--- src/mcsp_params.svh ---
/*
 Offsets, field positions, reset values and timing counts for the master
 clock select and prescaler block. Assumes inclusion by bare name.
*/
`ifndef MCSP_PARAMS_SVH
`define MCSP_PARAMS_SVH
`define MCSP_OFS_CTL 12'h000
`define MCSP_OFS_STS 12'h004
`define MCSP_OFS_BASE 12'h008
`define MCSP_OFS_APB0 12'h00C
`define MCSP_OFS_APB1 12'h010
`define MCSP_OFS_STAB 12'h014
`define MCSP_OFS_RTC 12'h018
`define MCSP_SEL_MSB 7
`define MCSP_SEL_LSB 5
`define MCSP_PLL_BIT 4
`define MCSP_SUB_BIT 3
`define MCSP_MAIN_BIT 1
`define MCSP_GATE_BIT 7
`define MCSP_BRST_BIT 4
`define MCSP_CTL_RST 8'h00
`define MCSP_BASE_RST 3'h0
`define MCSP_APB_RST 2'h0
`define MCSP_APB1_RST 8'h80
`define MCSP_STAB_RST 16'h0010
`define MCSP_SRC_HSCR 3'h0
`define MCSP_SRC_MAIN 3'h1
`define MCSP_SRC_PLL 3'h2
`define MCSP_SRC_LSCR 3'h4
`define MCSP_SRC_SUB 3'h5
`define MCSP_SWITCH_GAP 4'h4
`endif

--- src/mcsp_pkg.sv ---
/*
 Types for the master clock select and prescaler block.
 Assumes the params header is compiled alongside.
*/
package mcsp_pkg;
   typedef struct packed {
      logic pll;
      logic sub;
      logic main;
   } mcsp_osc_s;
   typedef enum logic [2:0] {
      SW_RUN = 3'b001,
      SW_GAP = 3'b010,
      SW_ARM = 3'b100
   } mcsp_sw_e;
   typedef struct packed {
      logic [31:0] haddr;
      logic [1:0] htrans;
      logic hwrite;
      logic [2:0] hsize;
      logic hsel;
   } mcsp_addr_s;
endpackage

--- src/mcsp_clock_ctrl.sv ---
/*
 Master clock select, oscillator enables, stable flags and the base,
 APB0 and APB1 prescalers, behind an AHB-Lite slave. Divided clocks are
 one-cycle enable pulses on mclk. Assumes a single mclk domain; the
 source request lines and stable counts are used by the clock tree.
*/
// Added by the designer: the register offsets and the AHB-Lite slave port.
`timescale 1ns/10ps
`default_nettype none
`include "mcsp_params.svh"
module mcsp_clock_ctrl
   import mcsp_pkg::*;
(
   input wire logic mclk,
   input wire logic rstn,
   input wire logic sw_rstn,
   input wire logic hs_cr_tick,
   input wire logic hsel,
   input wire logic [31:0] haddr,
   input wire logic [1:0] htrans,
   input wire logic hwrite,
   input wire logic [2:0] hsize,
   input wire logic [31:0] hwdata,
   input wire logic hready,
   output logic [31:0] hrdata,
   output logic hreadyout,
   output logic hresp,
   output logic [2:0] master_clock_current,
   output logic main_osc_run,
   output logic sub_osc_run,
   output logic pll_osc_run,
   output logic hs_cr_run,
   output logic base_clk_en,
   output logic apb0_clk_en,
   output logic apb1_bus_clock,
   output logic apb1_bus_reset
);
   mcsp_addr_s aph_ff;
   logic wr_pend_ff;
   logic rd_pend_ff;
   logic [2:0] master_clock_switch_sel_ff;
   mcsp_osc_s osc_en_ff;
   mcsp_osc_s stable_ff;
   logic [2:0] base_clock_divide_ff;
   logic [1:0] apb0_divide_ff;
   logic [1:0] apb1_divide_ff;
   logic apb1_clock_gate_ff;
   logic apb1_bus_reset_ctl_ff;
   logic [15:0] stab_count_ff;
   logic rtc_mode_enable_ff;
   logic [2:0] cur_src_ff;
   logic [2:0] pend_src_ff;
   logic [3:0] gap_cnt_ff;
   logic slow_stop_ff;
   mcsp_sw_e sw_state_ff;
   logic [3:0] base_cnt_ff;
   logic [3:0] base_ratio_ff;
   logic [2:0] apb_cnt_ff;
   logic [31:0] nxt_rdata;
   logic wr_ctl, wr_base, wr_apb0, wr_apb1, wr_stab, wr_rtc;
   logic [7:0] wb;
   logic [3:0] nxt_ratio;
   logic any_rst_n;
   logic [15:0] cnt_ff [3];
   logic [2:0] req;

   // Software reset clears only bus state, registers keep contents
   assign any_rst_n = rstn & sw_rstn;
   assign hreadyout = 1'b1;
   assign hresp = 1'b0;
   assign wb = hwdata[7:0];

   always_ff @(posedge mclk or negedge any_rst_n) begin
      if (!any_rst_n) begin
         aph_ff <= '0;
         wr_pend_ff <= 1'b0;
         rd_pend_ff <= 1'b0;
      end else if (hready) begin
         aph_ff <= '{haddr, htrans, hwrite, hsize, hsel};
         wr_pend_ff <= hsel & htrans[1] & hwrite;
         rd_pend_ff <= hsel & htrans[1] & ~hwrite;
      end
   end

   always_comb begin
      wr_ctl = 1'b0;
      wr_base = 1'b0;
      wr_apb0 = 1'b0;
      wr_apb1 = 1'b0;
      wr_stab = 1'b0;
      wr_rtc = 1'b0;
      if (!wr_pend_ff) begin
         wr_ctl = 1'b0;
      end else if (aph_ff.haddr[11:0] == `MCSP_OFS_CTL) begin
         wr_ctl = 1'b1;
      end else if (aph_ff.haddr[11:0] == `MCSP_OFS_BASE) begin
         wr_base = 1'b1;
      end else if (aph_ff.haddr[11:0] == `MCSP_OFS_APB0) begin
         wr_apb0 = 1'b1;
      end else if (aph_ff.haddr[11:0] == `MCSP_OFS_APB1) begin
         wr_apb1 = 1'b1;
      end else if (aph_ff.haddr[11:0] == `MCSP_OFS_STAB) begin
         wr_stab = 1'b1;
      end else if (aph_ff.haddr[11:0] == `MCSP_OFS_RTC) begin
         wr_rtc = 1'b1;
      end
   end

   // Power-on style reset only: survives software reset
   always_ff @(posedge mclk or negedge rstn) begin
      if (!rstn) begin
         master_clock_switch_sel_ff <= `MCSP_SRC_HSCR;
         osc_en_ff <= '0;
      end else if (wr_ctl) begin
         // Prohibited codes keep the old selection
         if (wb[`MCSP_SEL_MSB:`MCSP_SEL_LSB] != 3'h3 &&
             wb[`MCSP_SEL_MSB:`MCSP_SEL_LSB] < 3'h6) begin
            master_clock_switch_sel_ff <= wb[`MCSP_SEL_MSB:`MCSP_SEL_LSB];
         end
         osc_en_ff.pll <= wb[`MCSP_PLL_BIT];
         osc_en_ff.sub <= wb[`MCSP_SUB_BIT];
         osc_en_ff.main <= wb[`MCSP_MAIN_BIT];
      end
   end

   always_ff @(posedge mclk or negedge rstn) begin
      if (!rstn) begin
         base_clock_divide_ff <= `MCSP_BASE_RST;
         apb0_divide_ff <= `MCSP_APB_RST;
         apb1_divide_ff <= `MCSP_APB_RST;
         apb1_clock_gate_ff <= 1'(`MCSP_APB1_RST >> `MCSP_GATE_BIT);
         apb1_bus_reset_ctl_ff <= 1'b0;
         stab_count_ff <= `MCSP_STAB_RST;
      end else begin
         if (wr_base && wb[2:0] != 3'h7) begin
            base_clock_divide_ff <= wb[2:0];
         end
         if (wr_apb0) begin
            apb0_divide_ff <= wb[1:0];
         end
         if (wr_apb1) begin
            apb1_divide_ff <= wb[1:0];
            apb1_clock_gate_ff <= wb[`MCSP_GATE_BIT];
            apb1_bus_reset_ctl_ff <= wb[`MCSP_BRST_BIT];
         end
         if (wr_stab) begin
            stab_count_ff <= hwdata[15:0];
         end
      end
   end

   // Ones only while sub is stable; zero always accepted
   always_ff @(posedge mclk or negedge rstn) begin
      if (!rstn) begin
         rtc_mode_enable_ff <= 1'b0;
      end else if (wr_rtc && (!wb[0] || stable_ff.sub)) begin
         rtc_mode_enable_ff <= wb[0];
      end
   end

   // RTC mode forces sub on fast clocks halt
   assign sub_osc_run = osc_en_ff.sub | rtc_mode_enable_ff;
   assign main_osc_run = osc_en_ff.main & ~slow_stop_ff;
   assign pll_osc_run = osc_en_ff.pll & ~slow_stop_ff;
   assign hs_cr_run = ~slow_stop_ff;
   assign req = {pll_osc_run, sub_osc_run, main_osc_run};

   // Flags follow the HS CR count, not the real oscillator
   generate
      for (genvar i = 0; i < 3; i++) begin : g_stab
         always_ff @(posedge mclk or negedge rstn) begin
            if (!rstn) begin
               cnt_ff[i] <= '0;
            end else if (!req[i]) begin
               cnt_ff[i] <= '0;
            end else if (hs_cr_tick && cnt_ff[i] != stab_count_ff) begin
               cnt_ff[i] <= cnt_ff[i] + 16'h0001;
            end
         end
      end
   endgenerate

   always_ff @(posedge mclk or negedge rstn) begin
      if (!rstn) begin
         stable_ff <= '0;
      end else begin
         stable_ff.main <= req[0] && cnt_ff[0] == stab_count_ff;
         stable_ff.sub <= req[1] && cnt_ff[1] == stab_count_ff;
         stable_ff.pll <= req[2] && cnt_ff[2] == stab_count_ff;
      end
   end

   // Break-before-make switch: a gap of idle cycles
   always_ff @(posedge mclk or negedge rstn) begin
      if (!rstn) begin
         sw_state_ff <= SW_RUN;
         cur_src_ff <= `MCSP_SRC_HSCR;
         pend_src_ff <= `MCSP_SRC_HSCR;
         gap_cnt_ff <= 4'h0;
         slow_stop_ff <= 1'b0;
      end else begin
         case (sw_state_ff)
            SW_RUN: begin
               if (master_clock_switch_sel_ff != cur_src_ff) begin
                  pend_src_ff <= master_clock_switch_sel_ff;
                  gap_cnt_ff <= `MCSP_SWITCH_GAP;
                  slow_stop_ff <= 1'b0;
                  sw_state_ff <= SW_GAP;
               end
            end
            SW_GAP: begin
               if (gap_cnt_ff == 4'h0) begin
                  sw_state_ff <= SW_ARM;
               end else begin
                  gap_cnt_ff <= gap_cnt_ff - 4'h1;
               end
            end
            SW_ARM: begin
               // Status changes only once the new source drives
               cur_src_ff <= pend_src_ff;
               slow_stop_ff <= pend_src_ff == `MCSP_SRC_SUB ||
                               pend_src_ff == `MCSP_SRC_LSCR;
               sw_state_ff <= SW_RUN;
            end
            default: begin
               sw_state_ff <= SW_RUN;
            end
         endcase
      end
   end
   assign master_clock_current = cur_src_ff;

   always_comb begin
      case (base_clock_divide_ff)
         3'h0: nxt_ratio = 4'h0;
         3'h1: nxt_ratio = 4'h1;
         3'h2: nxt_ratio = 4'h2;
         3'h3: nxt_ratio = 4'h3;
         3'h4: nxt_ratio = 4'h5;
         3'h5: nxt_ratio = 4'h7;
         default: nxt_ratio = 4'hF;
      endcase
   end

   // New ratio taken only at a period boundary, no runt pulse
   always_ff @(posedge mclk or negedge rstn) begin
      if (!rstn) begin
         base_cnt_ff <= 4'h0;
         base_ratio_ff <= 4'h0;
         base_clk_en <= 1'b0;
      end else if (sw_state_ff != SW_RUN) begin
         base_clk_en <= 1'b0;
      end else if (base_cnt_ff >= base_ratio_ff) begin
         base_cnt_ff <= 4'h0;
         base_ratio_ff <= nxt_ratio;
         base_clk_en <= 1'b1;
      end else begin
         base_cnt_ff <= base_cnt_ff + 4'h1;
         base_clk_en <= 1'b0;
      end
   end

   always_ff @(posedge mclk or negedge rstn) begin
      if (!rstn) begin
         apb_cnt_ff <= 3'h0;
      end else if (base_clk_en) begin
         apb_cnt_ff <= apb_cnt_ff + 3'h1;
      end
   end

   // Free-running counter keeps both APB divisions glitch-free
   function automatic logic apb_tick(input logic [1:0] d,
                                     input logic [2:0] c);
      logic [2:0] m;
      m = (3'h1 << d) - 3'h1;
      apb_tick = (c & m) == m;
   endfunction

   always_ff @(posedge mclk or negedge rstn) begin
      if (!rstn) begin
         apb0_clk_en <= 1'b0;
         apb1_bus_clock <= 1'b0;
         apb1_bus_reset <= 1'b0;
      end else begin
         apb0_clk_en <= base_clk_en & apb_tick(apb0_divide_ff, apb_cnt_ff);
         apb1_bus_clock <= base_clk_en & apb1_clock_gate_ff &
                           apb_tick(apb1_divide_ff, apb_cnt_ff);
         apb1_bus_reset <= apb1_bus_reset_ctl_ff;
      end
   end

   // Reserved bits assemble as zero
   always_comb begin
      nxt_rdata = 32'h0000_0000;
      if (aph_ff.haddr[11:0] == `MCSP_OFS_CTL) begin
         nxt_rdata[7:0] = {master_clock_switch_sel_ff, osc_en_ff.pll,
                           osc_en_ff.sub, 1'b0, osc_en_ff.main, 1'b0};
      end else if (aph_ff.haddr[11:0] == `MCSP_OFS_STS) begin
         nxt_rdata[7:0] = {cur_src_ff, stable_ff.pll, stable_ff.sub,
                           1'b0, stable_ff.main, 1'b0};
      end else if (aph_ff.haddr[11:0] == `MCSP_OFS_BASE) begin
         nxt_rdata[2:0] = base_clock_divide_ff;
      end else if (aph_ff.haddr[11:0] == `MCSP_OFS_APB0) begin
         nxt_rdata[1:0] = apb0_divide_ff;
      end else if (aph_ff.haddr[11:0] == `MCSP_OFS_APB1) begin
         nxt_rdata[7:0] = {apb1_clock_gate_ff, 2'h0, apb1_bus_reset_ctl_ff,
                           2'h0, apb1_divide_ff};
      end else if (aph_ff.haddr[11:0] == `MCSP_OFS_STAB) begin
         nxt_rdata[15:0] = stab_count_ff;
      end else if (aph_ff.haddr[11:0] == `MCSP_OFS_RTC) begin
         nxt_rdata[0] = rtc_mode_enable_ff;
      end
   end

   // Read data comes combinationally in the zero-wait data phase
   assign hrdata = rd_pend_ff ? nxt_rdata : 32'h0000_0000;

endmodule
`default_nettype wire

--- config.mk ---
export PLATFORM = sky130hd
export DESIGN_NAME = mcsp_clock_ctrl
export DESIGN_NICKNAME = d
export VERILOG_FILES = /design/src/mcsp_pkg.sv /design/src/mcsp_clock_ctrl.sv
export VERILOG_INCLUDE_DIRS = /design/src
export SDC_FILE = /design/constraint.sdc
export NUM_CORES = 1
export LEC_CHECK = 0
export BUFFER_PORTS_ARGS = -buffer_cell sky130_fd_sc_hd__buf_2
export CORE_MARGIN = 8
export CORE_UTILIZATION = 61
export CTS_CLUSTER_DIAMETER = 150
export DETAILED_ROUTE_END_ITERATION = 6
export GPL_TIMING_DRIVEN = 0
export PLACE_DENSITY_LB_ADDON = 0.08
export SYNTH_ARGS = -nofsm -noshare
export SYNTH_HDL_FRONTEND = slang
export SYNTH_SLANG_ARGS = --single-unit
--- constraint.sdc ---
create_clock -name mclk -period 4.6 [get_ports mclk]
set_clock_uncertainty 0.05 [all_clocks]
set_input_delay 0.23 -clock mclk [delete_from_list [all_inputs] [get_ports mclk]]
set_output_delay 0.23 -clock mclk [all_outputs]
set_load 0.02 [all_outputs]
==> metrics.md, run 1 <==
| Metric | Value |
|---|---|
| Pin count of the biggest net entering global routing | `58` |
| Tightest Pin Transition | `approximately 0.81 ns` |
| Share of synthesized flip-flops with an asynchronous set or reset | `100.0%` |
| Xor and xnor fraction of the mapped netlist area | `10.78%` |
| Total count of max-transition violations in the final report | `0` |
| Deepest level of the CTS H-tree | `4` |
| Post-CTS Setup Inserts | `0` |
| Destination of the worst hold path | `aph_ff[8]$_DFFE_PN0P_` |
| Number of nets at the end of the flow | `895` |
| Overflow left after global routing | `0` |
| Worst reg2reg startpoint | `aph_ff[16]$_DFFE_PN0P_` |
| Residual antenna-violating net count after detailed routing | `0` |
| Number of iterations in the first detailed-routing pass | `5` |
| Number of placed cells counting well taps | `896` |
| Portion of netlist area occupied by mux cells | `7.888%` |
| Hold Vio Cnt, Final | `0` |
| Arrival time worst endpoint | `3.07 ns` |
| Placer congestion estimate | `0.9415` |
| Minimum period implied by the final worst setup slack | `3.350 ns` |
| Cell accounting for the most synthesized area | `dfrtp_1` |
| Full die area | `approximately 0.015 mm²` |
| Peak Freq | `approximately 300 MHz` |
| Placeable core region | `around 0.011 mm²` |
| Setup slack of the most critical reg-to-reg path | `1.98 ns` |
| Critical path fanouts, max | `8` |
| Fill count | `729` |
| RSZ-0062 raised after global routing | `no` |
| Total track usage | `24.34%` |
| Number of gates resized after cts | `0` |
| Number of maximum-capacitance violations | `0` |
| Share of post-route cells with drive strength above 1 | `about a fifth` |
| Most used DFF post-synth | `dfrtp_1` |
| IO buf count | `60` |
| Via density per instance | `5.829` |
| Start point of the worst hold path | `hready` |
| Worst Path Required | `4.32 ns` |
| Most used cell along the critical path | `nor2_1` |
| Static leakage power | `3.956 nW` |
| Root buf cell | `clkbuf_8` |
| Final wirelength | `17.21 mm` |
| Initial detailed-routing violation count | `428` |
| Cell area after synthesis | `0.006741 mm²` |
| Starting utilization of the core area | `approximately 62%` |
| Core Rows | `38` |
| Wire length of the first global-routing pass | `between 20 and 30 mm` |
| Post-synth EDFFs | `0` |
| Kind of cell adding the most delay to the critical path | `simple AND/OR/NAND/NOR gates` |
| Synthesis warning total | `0` |
| Area Overhead vs Synth | `21.27%` |
| IO Pins | `121` |
| Number of endpoints failing setup at the final stage | `0` |
| Combinational family with the most area after synthesis | `simple AND/OR/NAND/NOR gates` |
| Top cell types by occurrence after synthesis | `dfrtp_1, xor2_1, nor2_1` |
| Post-Synthesis Cells | `a little under 700` |
| Die W | `121.1 µm` |
| Run status | `finished, final reports clean` |
| Kind of path behind the tightest hold check | `input port to flop` |
| Initial antenna violation count | `1` |
| Main area contributors after synthesis | `dfrtp_1, xor2_1, mux2_2` |
| Worst path cell trace | `nor4_1 > nand3_1 > nor2_1 > nand2_1 > nor2_1 > and2_2 > buf_2` |
| Simple-Gate Fraction of Synth Area | `18.15%` |
| Normalized max-slew margin | `45.52%` |
| Number of synthesized register bits | `126` |
| Area share of the largest cell type after synthesis | `45.66%` |
| Kind of start point of the critical path | `flop` |
| HPWL Detailed | `11.83 mm` |
| Setup TNS Final | `0 ns` |
| Fraction of the mapped netlist area in compound gates | `9.373%` |
| Average size of a mapped cell | `9.929 µm²` |
| Setup CP Type | `flop to output port` |
| Most numerous cell in the Yosys netlist | `dfrtp_1` |
| Hold path cells | `2` |
| Register area share after synthesis | `a little under half` |
| Max Buffers Root-to-Sink | `2` |
| Clock latency at the later pin of the worst-skew pair | `0.53 ns` |
| Pwr per Cell Area | `353.3 mW/mm²` |
| Cell count of the worst reg-to-reg path | `6` |
| CTS tree | `yes` |
| Worst stage delay on the critical path | `0.55 ns` |
| Number of clock sinks | `126` |
| Worst setup EP type | `output port` |
| Count of vias placed by the detailed router | `5613` |
| Worst R2R End | `stab_count_ff[1]$_DFFE_PN0P_` |
| Inserted Clock Buffers | `17` |
| Clock transition time at the flip-flop clock pins of the worst setup and hold paths | `around 0.060 ns` |
| Max rail drop VDD | `0.0003181 V` |
| Fin cells | `963` |
| Buffers & Inverters on Critical Path | `1` |
| Adder and majority gate portion of the synthesized area | `1.856%` |
| Number of design rule violations left after detail routing | `0` |
| Synth unique cells | `54` |
| Cell with the biggest individual delay on the critical path | `nor2_1` |
| Number of buffers inserted for hold repair after clock tree synthesis | `34` |
| Routed len/inst | `17.87 µm` |
| Y dimension of the die | `around 120 µm` |
| Final worst path period share | `72.83%` |
| Vias in the first global route | `5656` |
final cells by class:
class | count | area (µm²) | area share, %
Antenna cell | 1 | 2.502 | 0.03061
Buffer | 39 | 232.7 | 2.847
Clock buffer | 24 | 460.4 | 5.632
Clock inverter | 8 | 65.06 | 0.7958
Inverter | 28 | 105.1 | 1.286
Multi-Input combinational cell | 502 | 3307 | 40.45
Sequential cell | 126 | 3157 | 38.61
Tap cell | 140 | 175.2 | 2.143
Timing Repair Buffer | 95 | 670.6 | 8.203
cells in the final DEF, fill, tap and decap left out, types with 20 or more instances in the layout:
cell type and count:
dfrtp_1 123, nand3_1 20, inv_1 28, nand2_1 48, buf_2 63, nor2_1 53
mux2_2 41, a21oi_1 41, o21ai_0 31, nor3_1 24, xor2_1 65, buf_4 20
dlygate4sd3_1 34
power breakdown:
part	switching, mW	total (mW)	internal (mW)
sequential	0.102	1.30	1.20
combinational	0.209	0.386	0.177
clock	0.462	1.20	0.737
total	0.773	2.89	2.12
state kept, by name, indices dropped and copies added, names as in the netlist, 2 cells and up:
register	count
cnt_ff	48
base_cnt_ff	4
sw_state_ff	3
stab_count_ff	16
apb1_divide_ff	2
master_clock_switch_sel_ff	3
apb_cnt_ff	3
aph_ff	12
base_ratio_ff	4
master_clock_current	3
stable_ff	3
apb0_divide_ff	2
pend_src_ff	3
osc_en_ff	3
gap_cnt_ff	4
base_clock_divide_ff	3
cells by family (layout without fill, tap and decap cells):
group	after synthesis	after routing
buffers and inverters	67	194
other	2	19
muxes	48	48
xor gates and xnor gates	83	83
DFF	126	126
and+or+nand+nor	237	237
AOI/OAI and AO/OA	106	106
adders and majority gates	10	10
worst register-to-register path: stages, from the launching register on:
cell and delay, ns:
dfrtp_1 0.37, nor4_1 0.40, and3_1 0.37, nand2b_2 0.14, nor3_4 0.49, buf_4 0.32
mux2_2 0.36
how the worst max path moves through the flow:
stage	start	endpoint	slack, ns	depth (start not counted)
floorplan	aph_ff[11]$_DFFE_PN0P_	hrdata[0]	2.53	6
global placement	rstn	wr_pend_ff$_DFFE_PN0P_	1.77	2
detailed placement	aph_ff[16]$_DFFE_PN0P_	hrdata[13]	1.84	7
CTS	aph_ff[16]$_DFFE_PN0P_	hrdata[13]	1.28	7
global route	aph_ff[16]$_DFFE_PN0P_	hrdata[13]	1.02	7
finish	aph_ff[16]$_DFFE_PN0P_	hrdata[13]	1.25	7
metal layers:
layer	up-vias	wire (µm)	GRT usage, %
met2	213	8463	39.52
li1	2611	-	-
met4	0	491	11.71
met1	2750	7170	30.12
met5	-	0	0
met3	39	1084	5.584
through the flow:
stage	area (µm²)	util (%)	hold slack [ns]	setup WS, ns	total power, mW
6_report	8175	75.75	0.1410	1.250	2.889
5_1_grt	8175	75.75	0.1279	1.019	3.021
4_1_cts	8173	75.72	0.1124	1.276	2.899
3_5_place_dp	7307	67.70	0.2897	1.843	1.678
3_3_place_gp	7277	67.42	0.2915	1.773	1.653
2_1_floorplan	6802	-	-0.1156	2.531	1.556
(Power assumes the default switching activity.)
==> inputs of run 2 (changes only) <==
Settings changed: ABC_AREA set to 1, CORE_UTILIZATION 61 to 53.
Clock period 4.6 ns to 3 ns, I/O delays scaled along.
==> run 2 against run 1 <==
Non-clock buffer count grew 14. Final cell count up 56%. Die area grew 35%. Cell area rose by 20%. Critical path type unchanged. Largest cell class unchanged. Largest power group unchanged.
==> metrics.md, run 2 <==
| Metric | Value |
|---|---|
| Fill count | `1374 (was 729)` |
| CTS tree | `yes (unchanged)` |
| Peak Freq | `409.7 MHz` |
| Final core utilization | `64.54% (was 75.75%)` |
| Post-layout total power | `4.948 mW (was 2.889 mW)` |
| Number of design rule violations left after detail routing | `0 (unchanged)` |
| Most numerous cell in the Yosys netlist | `nand2_1 (was dfrtp_1)` |
| Cell area after synthesis | `0.008279 mm² (was 0.006741 mm²)` |
| Count of vias placed by the detailed router | `7814 (was 5613)` |
| Clock transition time at the flip-flop clock pins of the worst setup and hold paths | `0.06 ns (about the same)` |
| Share of synthesized flip-flops with an asynchronous set or reset | `100.0% (unchanged)` |
| Commonest cells after routing, fill and taps aside | `nand2_1, inv_1, dfrtp_1 (was dfrtp_1, xor2_1, buf_2)` |
| RSZ-0062 raised after global routing | `no (unchanged)` |
| Share of post-route cells with drive strength above 1 | `17.35% (was 20.32%)` |
| Initial detailed-routing violation count | `732 (was 428)` |
| Core Rows | `45 (was 38)` |
| Number of clock sinks | `126 (unchanged)` |
| Initial antenna violation count | `0 (was 1)` |
| Placeable core region | `0.01526 mm² (was 0.01079 mm²)` |
| Largest registers | `cnt_ff (48), stab_count_ff (16), aph_ff (12) (unchanged)` |
| Main area contributors after synthesis | `dfrtp_1, nand2_1, inv_1 (was dfrtp_1, xor2_1, mux2_2)` |
| Most used DFF post-synth | `dfrtp_1 (unchanged)` |
| Placer congestion estimate | `0.9206 (was 0.9415)` |
| Number of antenna diodes | `0 (was 1)` |
| Total count of max-transition violations in the final report | `0 (unchanged)` |
| Tightest Pin Transition | `0.7312 ns (was 0.8105 ns)` |
| Pin count of the biggest net entering global routing | `80 (was 58)` |
| Cell accounting for the most synthesized area | `dfrtp_1 (unchanged)` |
| Root buf cell | `clkbuf_16 (was clkbuf_8)` |
| Routing usage on met2 | `36.88% (was 39.52%)` |
| Final wirelength | `22.86 mm (was 17.21 mm)` |
| Residual antenna-violating net count after detailed routing | `0 (unchanged)` |
| Die W | `141.0 µm (was 121.1 µm)` |
| Hold Vio Cnt, Final | `0 (unchanged)` |
| IO Pins | `121 (unchanged)` |
| Number of endpoints failing setup at the final stage | `0 (unchanged)` |
| Cell area after layout | `0.009848 mm² (was 0.008175 mm²)` |
| Routed len/inst | `15.22 µm (was 17.87 µm)` |
| Vias in the first global route | `7250 (was 5656)` |
| Number of iterations in the first detailed-routing pass | `6 (was 5)` |
| Static leakage power | `5.174 nW (was 3.956 nW)` |
| Met1 layer usage reported by global route | `33.40% (was 30.12%)` |
| Cell area after placement | `0.008937 mm² (was 0.007307 mm²)` |
| Average size of a mapped cell | `7.212 µm² (was 9.929 µm²)` |
| HPWL Detailed | `16.47 mm (was 11.83 mm)` |
| Pwr per Cell Area | `502.5 mW/mm² (was 353.3 mW/mm²)` |
| Run status | `finished, final reports clean (unchanged)` |
| Area Overhead vs Synth | `18.95% (was 21.27%)` |
| Number of maximum-capacitance violations | `0 (unchanged)` |
| Worst Path Required | `2.80 ns (was 4.32 ns)` |
| Number of synthesized register bits | `126 (unchanged)` |
| Register area share after synthesis | `38.13% (was 46.83%)` |
| Number of nets at the end of the flow | `1364 (was 895)` |
| Inserted Clock Buffers | `17 (unchanged)` |
| Synth unique cells | `45 (was 54)` |
| Wire length of the first global-routing pass | `38.12 mm (was 28.15 mm)` |
| Overflow left after global routing | `0 (unchanged)` |
| Deepest level of the CTS H-tree | `4 (unchanged)` |
| Synthesis warning total | `0 (unchanged)` |
| Arrival time worst endpoint | `2.24 ns (was 3.07 ns)` |
| Via density per instance | `5.202 (was 5.829)` |
| Worst setup EP type | `output port (unchanged)` |
| Starting utilization of the core area | `54.26% (was 62.46%)` |
| Setup CP Type | `flop to output port (unchanged)` |
| Post-Synthesis Cells | `1148 (was 679)` |
| Y dimension of the die | `141.0 µm (was 121.1 µm)` |
| Top cell types by occurrence after synthesis | `nand2_1, inv_1, dfrtp_1 (was dfrtp_1, xor2_1, nor2_1)` |
| Setup TNS Final | `0 ns (unchanged)` |
| Minimum period implied by the final worst setup slack | `2.441 ns` |
| Normalized max-slew margin | `51.26% (was 45.52%)` |
| Clock latency at the later pin of the worst-skew pair | `0.43 ns (was 0.53 ns)` |
| Max Buffers Root-to-Sink | `2 (unchanged)` |
| Critical path fanouts, max | `10 (was 8)` |
| Area share of the largest cell type after synthesis | `37.18% (was 45.66%)` |
| Reg with most FFs | `cnt_ff (unchanged)` |
| Final worst path period share | `81.37%` |
| Flip-flop count of the largest register after layout | `48 (unchanged)` |
| Leading cell type in the layout, fill and taps excluded | `nand2_1 (was dfrtp_1)` |
| IO buf count | `60 (unchanged)` |
| Full die area | `0.01988 mm² (was 0.01467 mm²)` |
| Total track usage | `24.07% (was 24.34%)` |
| Post-synth EDFFs | `0 (unchanged)` |
| Met3 routing resource usage after global routing | `4.895% (was 5.584%)` |
| Most used routing layer in global routing | `met2 (unchanged)` |
| Kind of path behind the tightest hold check | `input port to flop (unchanged)` |
| Max rail drop VDD | `0.0004364 V (was 0.0003181 V)` |
| Kind of start point of the critical path | `flop (unchanged)` |
## run 2: cell types whose count changed after synthesis, sizes merged, moves of 36 or more
cell   delta
inv     +119
nand3    +79
nor2     +57
nand4    +61
nand2   +340
xor2     -36
## run 2: cells by family after synthesis
logic type,share of synthesized area [%]
flops,38.13
mux,0.9521
other cells,0.09071
xor+xnor,3.385
compound gates,5.728
simple gates,38.58
fa+ha+maj,1.511
buf+inv,11.62
## run 2: report_power, final
group / internal (mW) / switching [mW]
sequential: 1.86 / 0.168
clock: 1.17 / 0.819
combinational: 0.353 / 0.582
total: 3.38 / 1.57
## run 2: path summary, 6_finish.rpt
path,from,to,slack [ns],depth (start not counted)
worst min register to register,apb1_bus_reset_ctl_ff$_DFFE_PN0P_,apb1_bus_reset$_DFF_PN0_,0.38,0
worst max register to register,stab_count_ff[15]$_DFFE_PN0P_,cnt_ff[31]$_DFFE_PN0P_,1.10,10
max in group asynchronous,rstn,aph_ff[12]$_DFFE_PN0P_,1.94,4
min in group asynchronous,rstn,apb0_clk_en$_DFF_PN0_,0.14,2
worst min-delay path,hready,aph_ff[15]$_DFFE_PN0P_,0.11,2
worst max-delay path,aph_ff[16]$_DFFE_PN0P_,hrdata[11],0.56,7
## run 2: critical path: stages, from the launching register on
cell and delay, ns:
dfrtp_1 0.38, nor2_2 0.17, nand3_4 0.17, nor2_4 0.27
nand2_4 0.10, buf_6 0.16, nor3_1 0.31, buf_2 0.24
## run 2: timing repair
item | CTS | global route
buffers inserted | 0 | 0
hold buffers | 34 | 0
endpoints found under the setup margin | 0 | 0
gates resized for setup | 0 | 0
hold endpoints to repair | 116 | 0
## run 2: metal layers
metal / vias up / wire [µm]
met5: - / 0
li1: 3902 / -
met1: 3644 / 10620
met4: 0 / 412
met2: 235 / 10350
met3: 33 / 1469
## run 2: layout make-up
type | count | area (µm²) | area share, %
timing repair buffer | 95 | 674.4 | 6.848
clock inverter | 14 | 131.4 | 1.334
sequential | 126 | 3157 | 32.05
buffer | 53 | 385.4 | 3.913
inverter | 149 | 576.8 | 5.857
clock buffer | 18 | 439.2 | 4.459
multi-input combinational | 836 | 4220 | 42.85
tap | 211 | 264.0 | 2.681
## run 2: metrics by stage
stage	std cells	hold WS, ns	worst slack (ns)
after floorplan	1164	-0.1956	1.203
after global placement	1435	0.1724	0.2844
after detailed placement	1436	0.01963	1.055
after CTS	1502	0.09434	0.5889
after global routing	1502	0.1238	0.3464
final	1502	0.1114	0.5590
